$ cat src/logic/sce_consts.svh
// Purpose: constants of the serial character engine
// Assumes: 8-bit register port, 3-bit register index
// Notes:   offsets are register indices on the plain port
`ifndef SCE_CONSTS_SVH
`define SCE_CONSTS_SVH

`define SCE_OFF_BDH      3'h0
`define SCE_OFF_BDL      3'h1
`define SCE_OFF_CR1      3'h2
`define SCE_OFF_CR2      3'h3
`define SCE_OFF_SR1      3'h4
`define SCE_OFF_DH       3'h6
`define SCE_OFF_DL       3'h7

`define SCE_C1_PTYPE     0
`define SCE_C1_PAR       1
`define SCE_C1_LBRK      3
`define SCE_C1_CHAR9     4
`define SCE_C2_BRK       0
`define SCE_C2_RXON      2
`define SCE_C2_TXON      3
`define SCE_C2_RXIE      5
`define SCE_C2_TXIE      7
`define SCE_SR_FAULT     1
`define SCE_SR_RXF       5
`define SCE_SR_DONE      6
`define SCE_SR_TBE       7
`define SCE_DH_T9        0
`define SCE_DH_R9        7

`define SCE_RST_CR       8'h00
`define SCE_RST_TBE      1'b1

`define SCE_RT_PER_BIT   16
`define SCE_LOAD_RT      9
`define SCE_RX_SAMP_RT   8
`define SCE_LEN_8        4'hA
`define SCE_LEN_9        4'hB
`define SCE_LEN_LBRK_8   4'hD
`define SCE_LEN_LBRK_9   4'hE
`define SCE_LEN_TAIL     4'h1

`endif

$ cat src/logic/sce_pkg.sv
// Purpose: types of the serial character engine
// Assumes: constants live in sce_consts.svh
// Notes:   none
`default_nettype none

package sce_pkg;

  typedef struct packed {
    logic [2:0] addr;
    logic [7:0] wdata;
    logic       wr;
    logic       rd;
  } sce_bus_s;

  typedef enum logic {RX_IDLE, RX_RUN} sce_rx_e;

endpackage

`default_nettype wire

$ cat src/logic/sce_top.sv
// Purpose: async serial character transmitter and receiver
// Assumes: one clock, register port answers one cycle after read
// Notes:   receiver takes one sample per bit, no noise voting
// Notes on behaviour
// - shift buffered character out framed
// - set buffer-empty flag on each transfer
// - buffer-empty flag is set after reset
// - no new frame until flag cleared
// - transfer next character 9/16 into stop
// - enable rise sends preamble of ones
// - start bit low at lsb, stop high
// - odd or even parity in msb
// - transmit irq while empty and enabled
// - line idles high between frames
// - disabling mid frame finishes frame
// - disable then enable queues idle character
// - break writes zero character, no framing
// - break repeats, then at least one one
// - received break sets flags, clears data
// - idle character is all ones
// - release pin when disabled and done
// - receive 8 or 9 bits, ninth high
// - receive full flag and its irq
// - zero divisor stops baud, low commits
// - long break selects 13 or 14 bits
// - 13-bit divider, transmit is divide 16
`timescale 1ns/100ps
`default_nettype none
`include "sce_consts.svh"

module sce_top #(
  parameter int unsigned DIV_W = 13
) (
  input  wire logic             clk_in,
  input  wire logic             rst_n_in,
  input  wire sce_pkg::sce_bus_s bus_in,
  output logic [7:0]            rdata_out,
  input  wire logic             rxd_in,
  output logic                  txd_out,
  output logic                  txd_oe_out,
  output logic                  tx_irq_out,
  output logic                  rx_irq_out
);

  // register decode
  wire wr_bdh = bus_in.wr && (bus_in.addr == `SCE_OFF_BDH);
  wire wr_bdl = bus_in.wr && (bus_in.addr == `SCE_OFF_BDL);
  wire wr_cr1 = bus_in.wr && (bus_in.addr == `SCE_OFF_CR1);
  wire wr_cr2 = bus_in.wr && (bus_in.addr == `SCE_OFF_CR2);
  wire wr_dh  = bus_in.wr && (bus_in.addr == `SCE_OFF_DH);
  wire wr_dl  = bus_in.wr && (bus_in.addr == `SCE_OFF_DL);
  wire rd_sr1 = bus_in.rd && (bus_in.addr == `SCE_OFF_SR1);
  wire rd_dl  = bus_in.rd && (bus_in.addr == `SCE_OFF_DL);

  logic [DIV_W-1:0] sbr_r;
  logic [DIV_W-9:0] sbr_hi_r;
  logic [DIV_W-1:0] div_cnt_r;
  logic [7:0]       cr1_r;
  logic [7:0]       cr2_r;
  logic [7:0]       dl_r;
  logic             t9_r;

  wire char9      = cr1_r[`SCE_C1_CHAR9];
  wire par_on     = cr1_r[`SCE_C1_PAR];
  wire par_odd    = cr1_r[`SCE_C1_PTYPE];
  wire long_break_sel = cr1_r[`SCE_C1_LBRK];
  wire send_break_ctl = cr2_r[`SCE_C2_BRK];
  wire tx_on      = cr2_r[`SCE_C2_TXON];
  wire rx_on      = cr2_r[`SCE_C2_RXON];
  wire tx_empty_irq_on = cr2_r[`SCE_C2_TXIE];
  wire rx_full_irq_on  = cr2_r[`SCE_C2_RXIE];

  // baud divider: one enable pulse per rt clock, 16 per bit
  wire div_on  = (sbr_r != '0);
  wire rt_tick = div_on && (div_cnt_r == sbr_r - DIV_W'(1));

  always_ff @(posedge clk_in or negedge rst_n_in) begin
    if (!rst_n_in) begin
      sbr_r    <= '0;
      sbr_hi_r <= '0;
    end else if (wr_bdh) begin
      sbr_hi_r <= bus_in.wdata[DIV_W-9:0];
    end else if (wr_bdl) begin
      sbr_r    <= {sbr_hi_r, bus_in.wdata};
    end
  end

  always_ff @(posedge clk_in or negedge rst_n_in) begin
    if (!rst_n_in) begin
      div_cnt_r <= '0;
    end else if (!div_on || rt_tick) begin
      div_cnt_r <= '0;
    end else begin
      div_cnt_r <= div_cnt_r + DIV_W'(1);
    end
  end

  always_ff @(posedge clk_in or negedge rst_n_in) begin
    if (!rst_n_in) begin
      cr1_r <= `SCE_RST_CR;
      cr2_r <= `SCE_RST_CR;
      dl_r  <= 8'h00;
      t9_r  <= 1'b0;
    end else begin
      if (wr_cr1) cr1_r <= bus_in.wdata;
      if (wr_cr2) cr2_r <= bus_in.wdata;
      if (wr_dl)  dl_r  <= bus_in.wdata;
      if (wr_dh)  t9_r  <= bus_in.wdata[`SCE_DH_T9];
    end
  end

  // transmitter state
  logic [13:0] tx_sh_r;
  logic [3:0]  tx_left_r;
  logic [3:0]  tx_sub_r;
  logic [13:0] nx_sh_r;
  logic [3:0]  nx_len_r;
  logic        nx_v_r;
  logic        nx_data_r;
  logic        pre_pend_r;
  logic        brk_tail_r;
  logic        tx_on_d_r;
  logic        tx_buffer_empty_flag_r;
  logic        tbe_arm_r;

  wire tx_busy  = (tx_left_r != 4'h0);
  wire tx_done_flag = !tx_busy && !nx_v_r;
  wire tx_rise  = tx_on && !tx_on_d_r;
  wire [3:0] len_char = char9 ? `SCE_LEN_9 : `SCE_LEN_8;
  wire [3:0] len_lbrk = char9 ? `SCE_LEN_LBRK_9 : `SCE_LEN_LBRK_8;
  wire [3:0] len_brk  = long_break_sel ? len_lbrk : len_char;

  // parity: even gives an even count of ones
  wire par_bit = (char9 ? ^dl_r : ^dl_r[6:0]) ^ par_odd;
  wire bit7    = (!char9 && par_on) ? par_bit : dl_r[7];
  wire bit8    = par_on ? par_bit : t9_r;
  // upper fill is ones so a short frame leaves the line high
  wire [13:0] frame8 = {4'hF, 1'b1, bit7, dl_r[6:0], 1'b0};
  wire [13:0] frame9 = {3'h7, 1'b1, bit8, dl_r, 1'b0};
  wire [13:0] frame  = char9 ? frame9 : frame8;

  // the next character is chosen 9/16 into the stop bit
  wire at_load  = (tx_left_r == 4'h1) && rt_tick &&
                  (tx_sub_r == 4'(`SCE_LOAD_RT - 1));
  wire slot     = !nx_v_r && (!tx_busy || at_load);
  wire pick_pre = slot && tx_on && pre_pend_r;
  wire pick_brk = slot && tx_on && !pre_pend_r && send_break_ctl;
  wire pick_tail = slot && !pick_pre && !pick_brk && brk_tail_r;
  wire pick_data = slot && tx_on && !pre_pend_r && !send_break_ctl &&
                   !brk_tail_r && !tx_buffer_empty_flag_r;
  wire pick_any = pick_pre || pick_brk || pick_tail || pick_data;
  wire [13:0] pick_sh = pick_data ? frame :
                        pick_brk  ? 14'h0000 : 14'h3FFF;
  wire [3:0] pick_len = (pick_data || pick_pre) ? len_char :
                        pick_brk ? len_brk : `SCE_LEN_TAIL;

  wire shift_evt = tx_busy && rt_tick &&
                   (tx_sub_r == 4'(`SCE_RT_PER_BIT - 1));
  wire ld_sh = nx_v_r && ((shift_evt && tx_left_r == 4'h1) ||
                          (!tx_busy && rt_tick));

  wire tbe_clr = wr_dl && tbe_arm_r;
  wire tbe_nxt = pick_data || (tx_buffer_empty_flag_r && !tbe_clr);

  always_ff @(posedge clk_in or negedge rst_n_in) begin
    if (!rst_n_in) begin
      tx_sh_r   <= 14'h3FFF;
      tx_left_r <= 4'h0;
      tx_sub_r  <= 4'h0;
    end else if (ld_sh) begin
      tx_sh_r   <= nx_sh_r;
      tx_left_r <= nx_len_r;
      tx_sub_r  <= 4'h0;
    end else if (shift_evt) begin
      tx_sh_r   <= {1'b1, tx_sh_r[13:1]};
      tx_left_r <= tx_left_r - 4'h1;
      tx_sub_r  <= 4'h0;
    end else if (tx_busy && rt_tick) begin
      tx_sub_r  <= tx_sub_r + 4'h1;
    end
  end

  // a clear enable stops new picks except the break tail, a frame in flight still runs out
  always_ff @(posedge clk_in or negedge rst_n_in) begin
    if (!rst_n_in) begin
      nx_v_r    <= 1'b0;
      nx_sh_r   <= 14'h3FFF;
      nx_len_r  <= 4'h0;
      nx_data_r <= 1'b0;
    end else if (pick_any) begin
      nx_v_r    <= 1'b1;
      nx_sh_r   <= pick_sh;
      nx_len_r  <= pick_len;
      nx_data_r <= pick_data;
    end else if (ld_sh) begin
      nx_v_r    <= 1'b0;
    end
  end

  always_ff @(posedge clk_in or negedge rst_n_in) begin
    if (!rst_n_in) begin
      pre_pend_r <= 1'b0;
      brk_tail_r <= 1'b0;
      tx_on_d_r  <= 1'b0;
    end else begin
      tx_on_d_r <= tx_on;
      if (tx_rise) pre_pend_r <= 1'b1;
      else if (pick_pre) pre_pend_r <= 1'b0;
      if (pick_brk) brk_tail_r <= 1'b1;
      else if (pick_tail) brk_tail_r <= 1'b0;
    end
  end

  // empty flag: a status read arms the clear, a low data write fires it
  always_ff @(posedge clk_in or negedge rst_n_in) begin
    if (!rst_n_in) begin
      tx_buffer_empty_flag_r <= `SCE_RST_TBE;
      tbe_arm_r <= 1'b0;
    end else begin
      tx_buffer_empty_flag_r <= tbe_nxt;
      if (wr_dl) tbe_arm_r <= 1'b0;
      else if (rd_sr1 && tx_buffer_empty_flag_r) tbe_arm_r <= 1'b1;
    end
  end

  always_ff @(posedge clk_in or negedge rst_n_in) begin
    if (!rst_n_in) begin
      txd_out    <= 1'b1;
      txd_oe_out <= 1'b0;
      tx_irq_out <= 1'b0;
    end else begin
      txd_out    <= tx_busy ? tx_sh_r[0] : 1'b1;
      txd_oe_out <= tx_on || !tx_done_flag;
      tx_irq_out <= tbe_nxt && tx_empty_irq_on;
    end
  end

  // receiver: two-stage synchroniser, third stage for the edge
  logic rx_m1_r;
  logic rx_m2_r;
  logic rx_m3_r;
  sce_pkg::sce_rx_e rx_st_r;
  logic [3:0] rx_sub_r;
  logic [3:0] rx_bit_r;
  logic [8:0] rx_sh_r;
  logic [7:0] rx_data_r;
  logic       rx_ninth_bit_r;
  logic       rx_full_flag_r;
  logic       frame_fault_flag_r;
  logic       rxf_arm_r;

  wire rx_fall  = rx_m3_r && !rx_m2_r;
  wire rx_run   = (rx_st_r == sce_pkg::RX_RUN);
  wire samp     = rx_run && rt_tick &&
                  (rx_sub_r == 4'(`SCE_RX_SAMP_RT - 1));
  wire [3:0] rx_last = len_char - 4'h1;
  wire bad_start = samp && (rx_bit_r == 4'h0) && rx_m2_r;
  wire rx_done  = samp && (rx_bit_r == rx_last);
  wire [7:0] rx_word = char9 ? rx_sh_r[7:0] : rx_sh_r[8:1];
  wire rx_nine  = char9 && rx_sh_r[8];
  wire rx_brk   = rx_done && !rx_m2_r && (rx_word == 8'h00) && !rx_nine;
  wire rxf_clr  = rd_dl && rxf_arm_r;
  wire rxf_nxt  = rx_done || (rx_full_flag_r && !rxf_clr);

  always_ff @(posedge clk_in or negedge rst_n_in) begin
    if (!rst_n_in) begin
      rx_m1_r <= 1'b1;
      rx_m2_r <= 1'b1;
      rx_m3_r <= 1'b1;
    end else begin
      rx_m1_r <= rxd_in;
      rx_m2_r <= rx_m1_r;
      rx_m3_r <= rx_m2_r;
    end
  end

  always_ff @(posedge clk_in or negedge rst_n_in) begin
    if (!rst_n_in) begin
      rx_st_r  <= sce_pkg::RX_IDLE;
      rx_sub_r <= 4'h0;
      rx_bit_r <= 4'h0;
      rx_sh_r  <= 9'h000;
    end else begin
      case (rx_st_r)
        sce_pkg::RX_IDLE: begin
          rx_sub_r <= 4'h0;
          rx_bit_r <= 4'h0;
          if (rx_on && rx_fall) rx_st_r <= sce_pkg::RX_RUN;
        end
        sce_pkg::RX_RUN: begin
          if (rt_tick) rx_sub_r <= rx_sub_r + 4'h1;
          if (bad_start || rx_done) begin
            rx_st_r <= sce_pkg::RX_IDLE;
          end else if (samp) begin
            rx_bit_r <= rx_bit_r + 4'h1;
            if (rx_bit_r != 4'h0) rx_sh_r <= {rx_m2_r, rx_sh_r[8:1]};
          end
        end
        default: rx_st_r <= sce_pkg::RX_IDLE;
      endcase
    end
  end

  // full flag: a status read arms the clear, a low data read fires it
  always_ff @(posedge clk_in or negedge rst_n_in) begin
    if (!rst_n_in) begin
      rx_data_r          <= 8'h00;
      rx_ninth_bit_r     <= 1'b0;
      rx_full_flag_r     <= 1'b0;
      frame_fault_flag_r <= 1'b0;
      rxf_arm_r          <= 1'b0;
      rx_irq_out         <= 1'b0;
    end else begin
      rx_full_flag_r <= rxf_nxt;
      rx_irq_out     <= rxf_nxt && rx_full_irq_on;
      if (rx_done) begin
        rx_data_r          <= rx_brk ? 8'h00 : rx_word;
        rx_ninth_bit_r     <= rx_brk ? 1'b0 : rx_nine;
        frame_fault_flag_r <= !rx_m2_r;
      end else if (rxf_clr) begin
        frame_fault_flag_r <= 1'b0;
      end
      if (rd_dl) rxf_arm_r <= 1'b0;
      else if (rd_sr1 && rx_full_flag_r) rxf_arm_r <= 1'b1;
    end
  end

  // read path
  wire [7:0] sr1 = (8'(tx_buffer_empty_flag_r) << `SCE_SR_TBE) |
                   (8'(tx_done_flag) << `SCE_SR_DONE) |
                   (8'(rx_full_flag_r) << `SCE_SR_RXF) |
                   (8'(frame_fault_flag_r) << `SCE_SR_FAULT);
  wire [7:0] rd_mux =
    (bus_in.addr == `SCE_OFF_BDH) ? 8'(sbr_r >> 8) :
    (bus_in.addr == `SCE_OFF_BDL) ? sbr_r[7:0] :
    (bus_in.addr == `SCE_OFF_CR1) ? cr1_r :
    (bus_in.addr == `SCE_OFF_CR2) ? cr2_r :
    (bus_in.addr == `SCE_OFF_SR1) ? sr1 :
    (bus_in.addr == `SCE_OFF_DH)  ? 8'(rx_ninth_bit_r) << `SCE_DH_R9 :
    (bus_in.addr == `SCE_OFF_DL)  ? rx_data_r : 8'h00;

  always_ff @(posedge clk_in or negedge rst_n_in) begin
    if (!rst_n_in) rdata_out <= 8'h00;
    else rdata_out <= bus_in.rd ? rd_mux : 8'h00;
  end
endmodule

`default_nettype wire

$ cat config.mk
export PLATFORM = sky130hd
export DESIGN_NAME = sce_top
export DESIGN_NICKNAME = d
export VERILOG_FILES = /design/src/logic/sce_pkg.sv /design/src/logic/sce_top.sv
export VERILOG_INCLUDE_DIRS = /design/src /design/src/logic
export SDC_FILE = /design/constraint.sdc
export NUM_CORES = 1
export LEC_CHECK = 0
export BUFFER_PORTS_ARGS = -buffer_cell sky130_fd_sc_hd__buf_2
export CORE_AREA = 4 4 115 117
export CTS_CLUSTER_SIZE = 14
export DETAILED_ROUTE_END_ITERATION = 6
export DIE_AREA = 0 0 119 121
export PLACE_DENSITY_LB_ADDON = 0.2
export SETUP_SLACK_MARGIN = 0.5
export SKIP_LAST_GASP = 1
export SYNTH_ARGS = -nofsm -noshare
export SYNTH_HDL_FRONTEND = slang
export SYNTH_SLANG_ARGS = --single-unit
$ cat constraint.sdc
create_clock -name clk_in -period 4.3 [get_ports clk_in]
set_input_delay 1.075 -clock clk_in [delete_from_list [all_inputs] [get_ports clk_in]]
set_output_delay 1.075 -clock clk_in [all_outputs]
set_load 0.01 [all_outputs]
==> flow_metrics.tcl <==
set metrics [dict create \
    outcome "finished clean" \
    timing.final.crit_share_pct 79.9 \
    cts.repair.resized 0 \
    critical_path.startpoint_type "flip-flop" \
    share_seq_of_total_power_pct 44.0 \
    post_detailed_route_wirelength_per_cell_um 18.3 \
    filler_cell_count_in_the_final_layout 970 \
    worst_skew_pair.late_latency_ns 0.43 \
    maxSlewViolCount 0 \
    post_synth_instance_area_mm2 0.00724 \
    critPathArrivalTime_ns 3.75 \
    vias_per_cell 5.82 \
    firstDrtPassIters 5 \
    worst-slew-pin-transition_ns 0.786 \
    sw_frac_of_total_pct 32.0 \
    ys_async_sr_fraction_pct 100 \
    initial_core_util_pct 58.6 \
    grt_max_degree 86 \
    io_buffer_count 27 \
    first_iter_violations 397 \
    cts.sinks 144 \
    dr_total_vias 5252 \
    power.net_switching_w 0.00150 \
    powerDensity_mw_per_mm2 580 \
    max_capacitance_violation_count 0 \
    synth-edff-count 0 \
    cts_hold_bufs 0 \
    root_buffer "sky130_fd_sc_hd__clkbuf_16" \
    route.detailed.drc 0 \
    track_usage_pct 24.4 \
    synth.lib_cells_used.distinct 68 \
    synth_warnings 0 \
    crit_required_ns 4.61 \
    slew-limit-headroom_pct 47.6 \
    critical_path_class "reg2reg" \
    clk_slew_on_worst_s_h_paths_ns 0.06 \
    clock_buffers_created_by_tritoncts 17 \
    postSynthCellCount 697 \
    grt_first_pass_wirelength_mm 27.3 \
    max_fclk_ghz 0.291 \
    ir_drop_mv 0.648 \
    crit_path_max_fanout 14 \
    floorplan.rows 41 \
    setup-tns-final_ns 0 \
    fin_worst_skew_ns 0.00644 \
    pre_cts_ws_ns 0.879 \
    synth_flop_cell "sky130_fd_sc_hd__dfrtp_1" \
    setup_viol 0 \
    clock_tree_from_tritoncts "yes" \
    cts_setup_buffers 0 \
    antenna_found_initial 0 \
    antenna-diode-count 0 \
    period_needed_ns 3.44 \
    post-route-worst-setup-slack_ns 0.863 \
    timing.hold.worst.class "reg2reg" \
    drtAntennaViolNets 0 \
    regToRegSetupSlack_ns 0.86 \
    post-place-cells 871 \
    synth.avg_cell_area_um2 10.4 \
    power_w 0.00471 \
    floorplan.io_pins 28 \
    power_frac_clock_pct 32.2 \
    finalNonFillerCells 902 \
    cts-htree-levels 4 \
    grt_pass1_vias 5187 \
    area.growth.synth_to_final_pct 12.1 \
    syn-num-nets 724 \
    dieHeight_um 121 \
    power.internal_w 0.00320 \
    critPathCaptureType "flip-flop" \
    chipWidth_um 119 \
    clock_tree.buffer_depth 2 \
    rsz0062_at_grt "false" \
    core_area_mm2 0.0124 \
    place_hpwl_mm 11.8 \
    floorplan.die_area_mm2 0.0144 \
    final_hold_viol_count 0 \
    gp_routability_congestion 1.02 \
    final_net_count 745 \
    cell_leakage_power_nw 3.58 \
    post_route_cells_drive_above_1_share_pct 20.4 \
    grt.overflow.total 0 \
    wirelength_mm 16.5 \
    synth.yosys.seq_area_share_pct 50.3 \
    postSynthRegisterBits 144 \
    p_comb_share_pct 23.9 \
]
==> final cells by class <==
type	count	area [um2]	area share (%)
clock buffer	19	453	5.58
clock inverter	12	158	1.94
inverter	28	105	1.29
multi-input combinational	493	3360	41.3
sequential	144	3640	44.8
tap	172	215	2.65
timing repair buffer	34	194	2.39
==> per-stage QoR <==
stage	util, %	hold WS (ns)	instance area [um2]
final	65.7	0.356	8120
after global routing	65.7	0.370	8120
after CTS	65.7	0.357	8120
after detailed placement	60.8	0.348	7510
after global placement	60.8	0.347	7510
after floorplan	-	0.345	7240
==> routing by layer <==
metal	vias to the layer above	wire [um]	GRT usage (%)
met5	-	0	0
met4	0	265	7.17
met3	26	824	6.53
met2	149	7940	38.4
met1	2579	7440	33.3
li1	2498	-	-
==> worst paths after layout <==
path,end,depth (start not counted),from
min in group asynchronous,rx_bit_r[0],1,rst_n_in
worst min register to register,rx_m2_r,0,rx_m1_r
worst max-delay path,rx_sh_r[5],9,sbr_r[0]
worst max register to register,rx_sh_r[5],9,sbr_r[0]
worst min-delay path,rx_m2_r,0,rx_m1_r
max in group asynchronous,rx_m3_r,2,rst_n_in
==> power groups by stage <==
stage	Sequential, W	Clock [W]	Combinational [W]
5_1_grt	0.00211	0.00161	0.00125
6_report	0.00207	0.00151	0.00112
3_3_place_gp	0.00207	0	0.00109
3_5_place_dp	0.00208	0	0.00112
2_1_floorplan	0.00193	0	0.000929
4_1_cts	0.00207	0.00155	0.00113
==> layout by cell type (no fill, tap or decap), types with 4 or more instances in the layout <==
cell,count
sky130_fd_sc_hd__nand3_1,24
sky130_fd_sc_hd__ha_1,11
sky130_fd_sc_hd__clkbuf_16,17
sky130_fd_sc_hd__dfrtp_1,114
sky130_fd_sc_hd__or3_1,7
sky130_fd_sc_hd__mux2_2,40
sky130_fd_sc_hd__a21boi_0,6
sky130_fd_sc_hd__nand4_1,8
sky130_fd_sc_hd__nor4_1,4
sky130_fd_sc_hd__a221o_1,7
sky130_fd_sc_hd__dfstp_2,30
sky130_fd_sc_hd__a31oi_1,6
sky130_fd_sc_hd__and2_1,4
sky130_fd_sc_hd__xor2_1,16
sky130_fd_sc_hd__nor2_1,47
sky130_fd_sc_hd__and3_1,9
sky130_fd_sc_hd__inv_1,27
sky130_fd_sc_hd__nand2_1,83
sky130_fd_sc_hd__buf_4,7
sky130_fd_sc_hd__a21oi_1,38
sky130_fd_sc_hd__nor3b_1,5
sky130_fd_sc_hd__nand2b_1,7
sky130_fd_sc_hd__xnor2_1,22
sky130_fd_sc_hd__o21ai_0,44
sky130_fd_sc_hd__nor2b_1,5
sky130_fd_sc_hd__buf_2,26
sky130_fd_sc_hd__mux2i_1,35
sky130_fd_sc_hd__nor3_1,10
==> cells by family (layout without fill, tap and decap cells) <==
group | after synthesis | after routing | share of synthesized area (%)
mux | 78 | 78 | 11.7
compound gates | 134 | 134 | 11.5
flops | 144 | 144 | 50.3
simple gates | 232 | 232 | 16.6
buf+inv | 60 | 93 | 3.40
fa+ha+maj | 11 | 11 | 1.90
xor+xnor | 38 | 38 | 4.59
==> state kept, by name (all words and copies together), names as in the netlist, 4 cells and up <==
name       count
div_cnt_r     13
tx_sh_r       14
rx_sh_r        9
nx_len_r       4
rx_bit_r       4
rx_sub_r       4
tx_left_r      4
tx_sub_r       4
cr1_r          8
cr2_r          8
dl_r           8
rx_data_r      8
rdata_out      8
sbr_hi_r       5
sbr_r         13
nx_sh_r       11
==> cells in the mapped netlist (all sizes together), types with 3 or more instances <==
master | count | share of area [%]
a211o | 3 | 0.36
a21boi | 6 | 0.62
a21oi | 38 | 2.6
a221o | 7 | 0.97
a22o | 3 | 0.36
a31oi | 6 | 0.52
and2 | 4 | 0.35
and3 | 9 | 0.78
buf | 8 | 0.71
clkbuf | 24 | 1.2
dfrtp | 114 | 39
dfstp | 30 | 11
ha | 11 | 1.9
inv | 27 | 1.4
mux2 | 42 | 6.5
mux2i | 35 | 4.8
nand2 | 84 | 4.4
nand2b | 7 | 0.60
nand3 | 25 | 1.8
nand4 | 8 | 0.69
nor2 | 47 | 2.4
nor2b | 5 | 0.43
nor3 | 12 | 1.1
nor3b | 6 | 0.69
nor4 | 9 | 1.6
o21ai | 45 | 3.1
or3 | 7 | 0.60
xnor2 | 22 | 2.7
xor2 | 16 | 1.9
==> worst max-delay path: stages, from the launching register on <==
cell and delay [ns]:
sky130_fd_sc_hd__dfrtp_1 0.44, sky130_fd_sc_hd__inv_1 0.13, sky130_fd_sc_hd__ha_1 0.19, sky130_fd_sc_hd__nor3b_2 0.37
sky130_fd_sc_hd__a21oi_1 0.18, sky130_fd_sc_hd__nor4_4 0.34, sky130_fd_sc_hd__nor4b_4 0.35, sky130_fd_sc_hd__nand2_2 0.27
sky130_fd_sc_hd__nor4_4 0.64, sky130_fd_sc_hd__mux2_2 0.41
(Power assumes the default switching activity.)
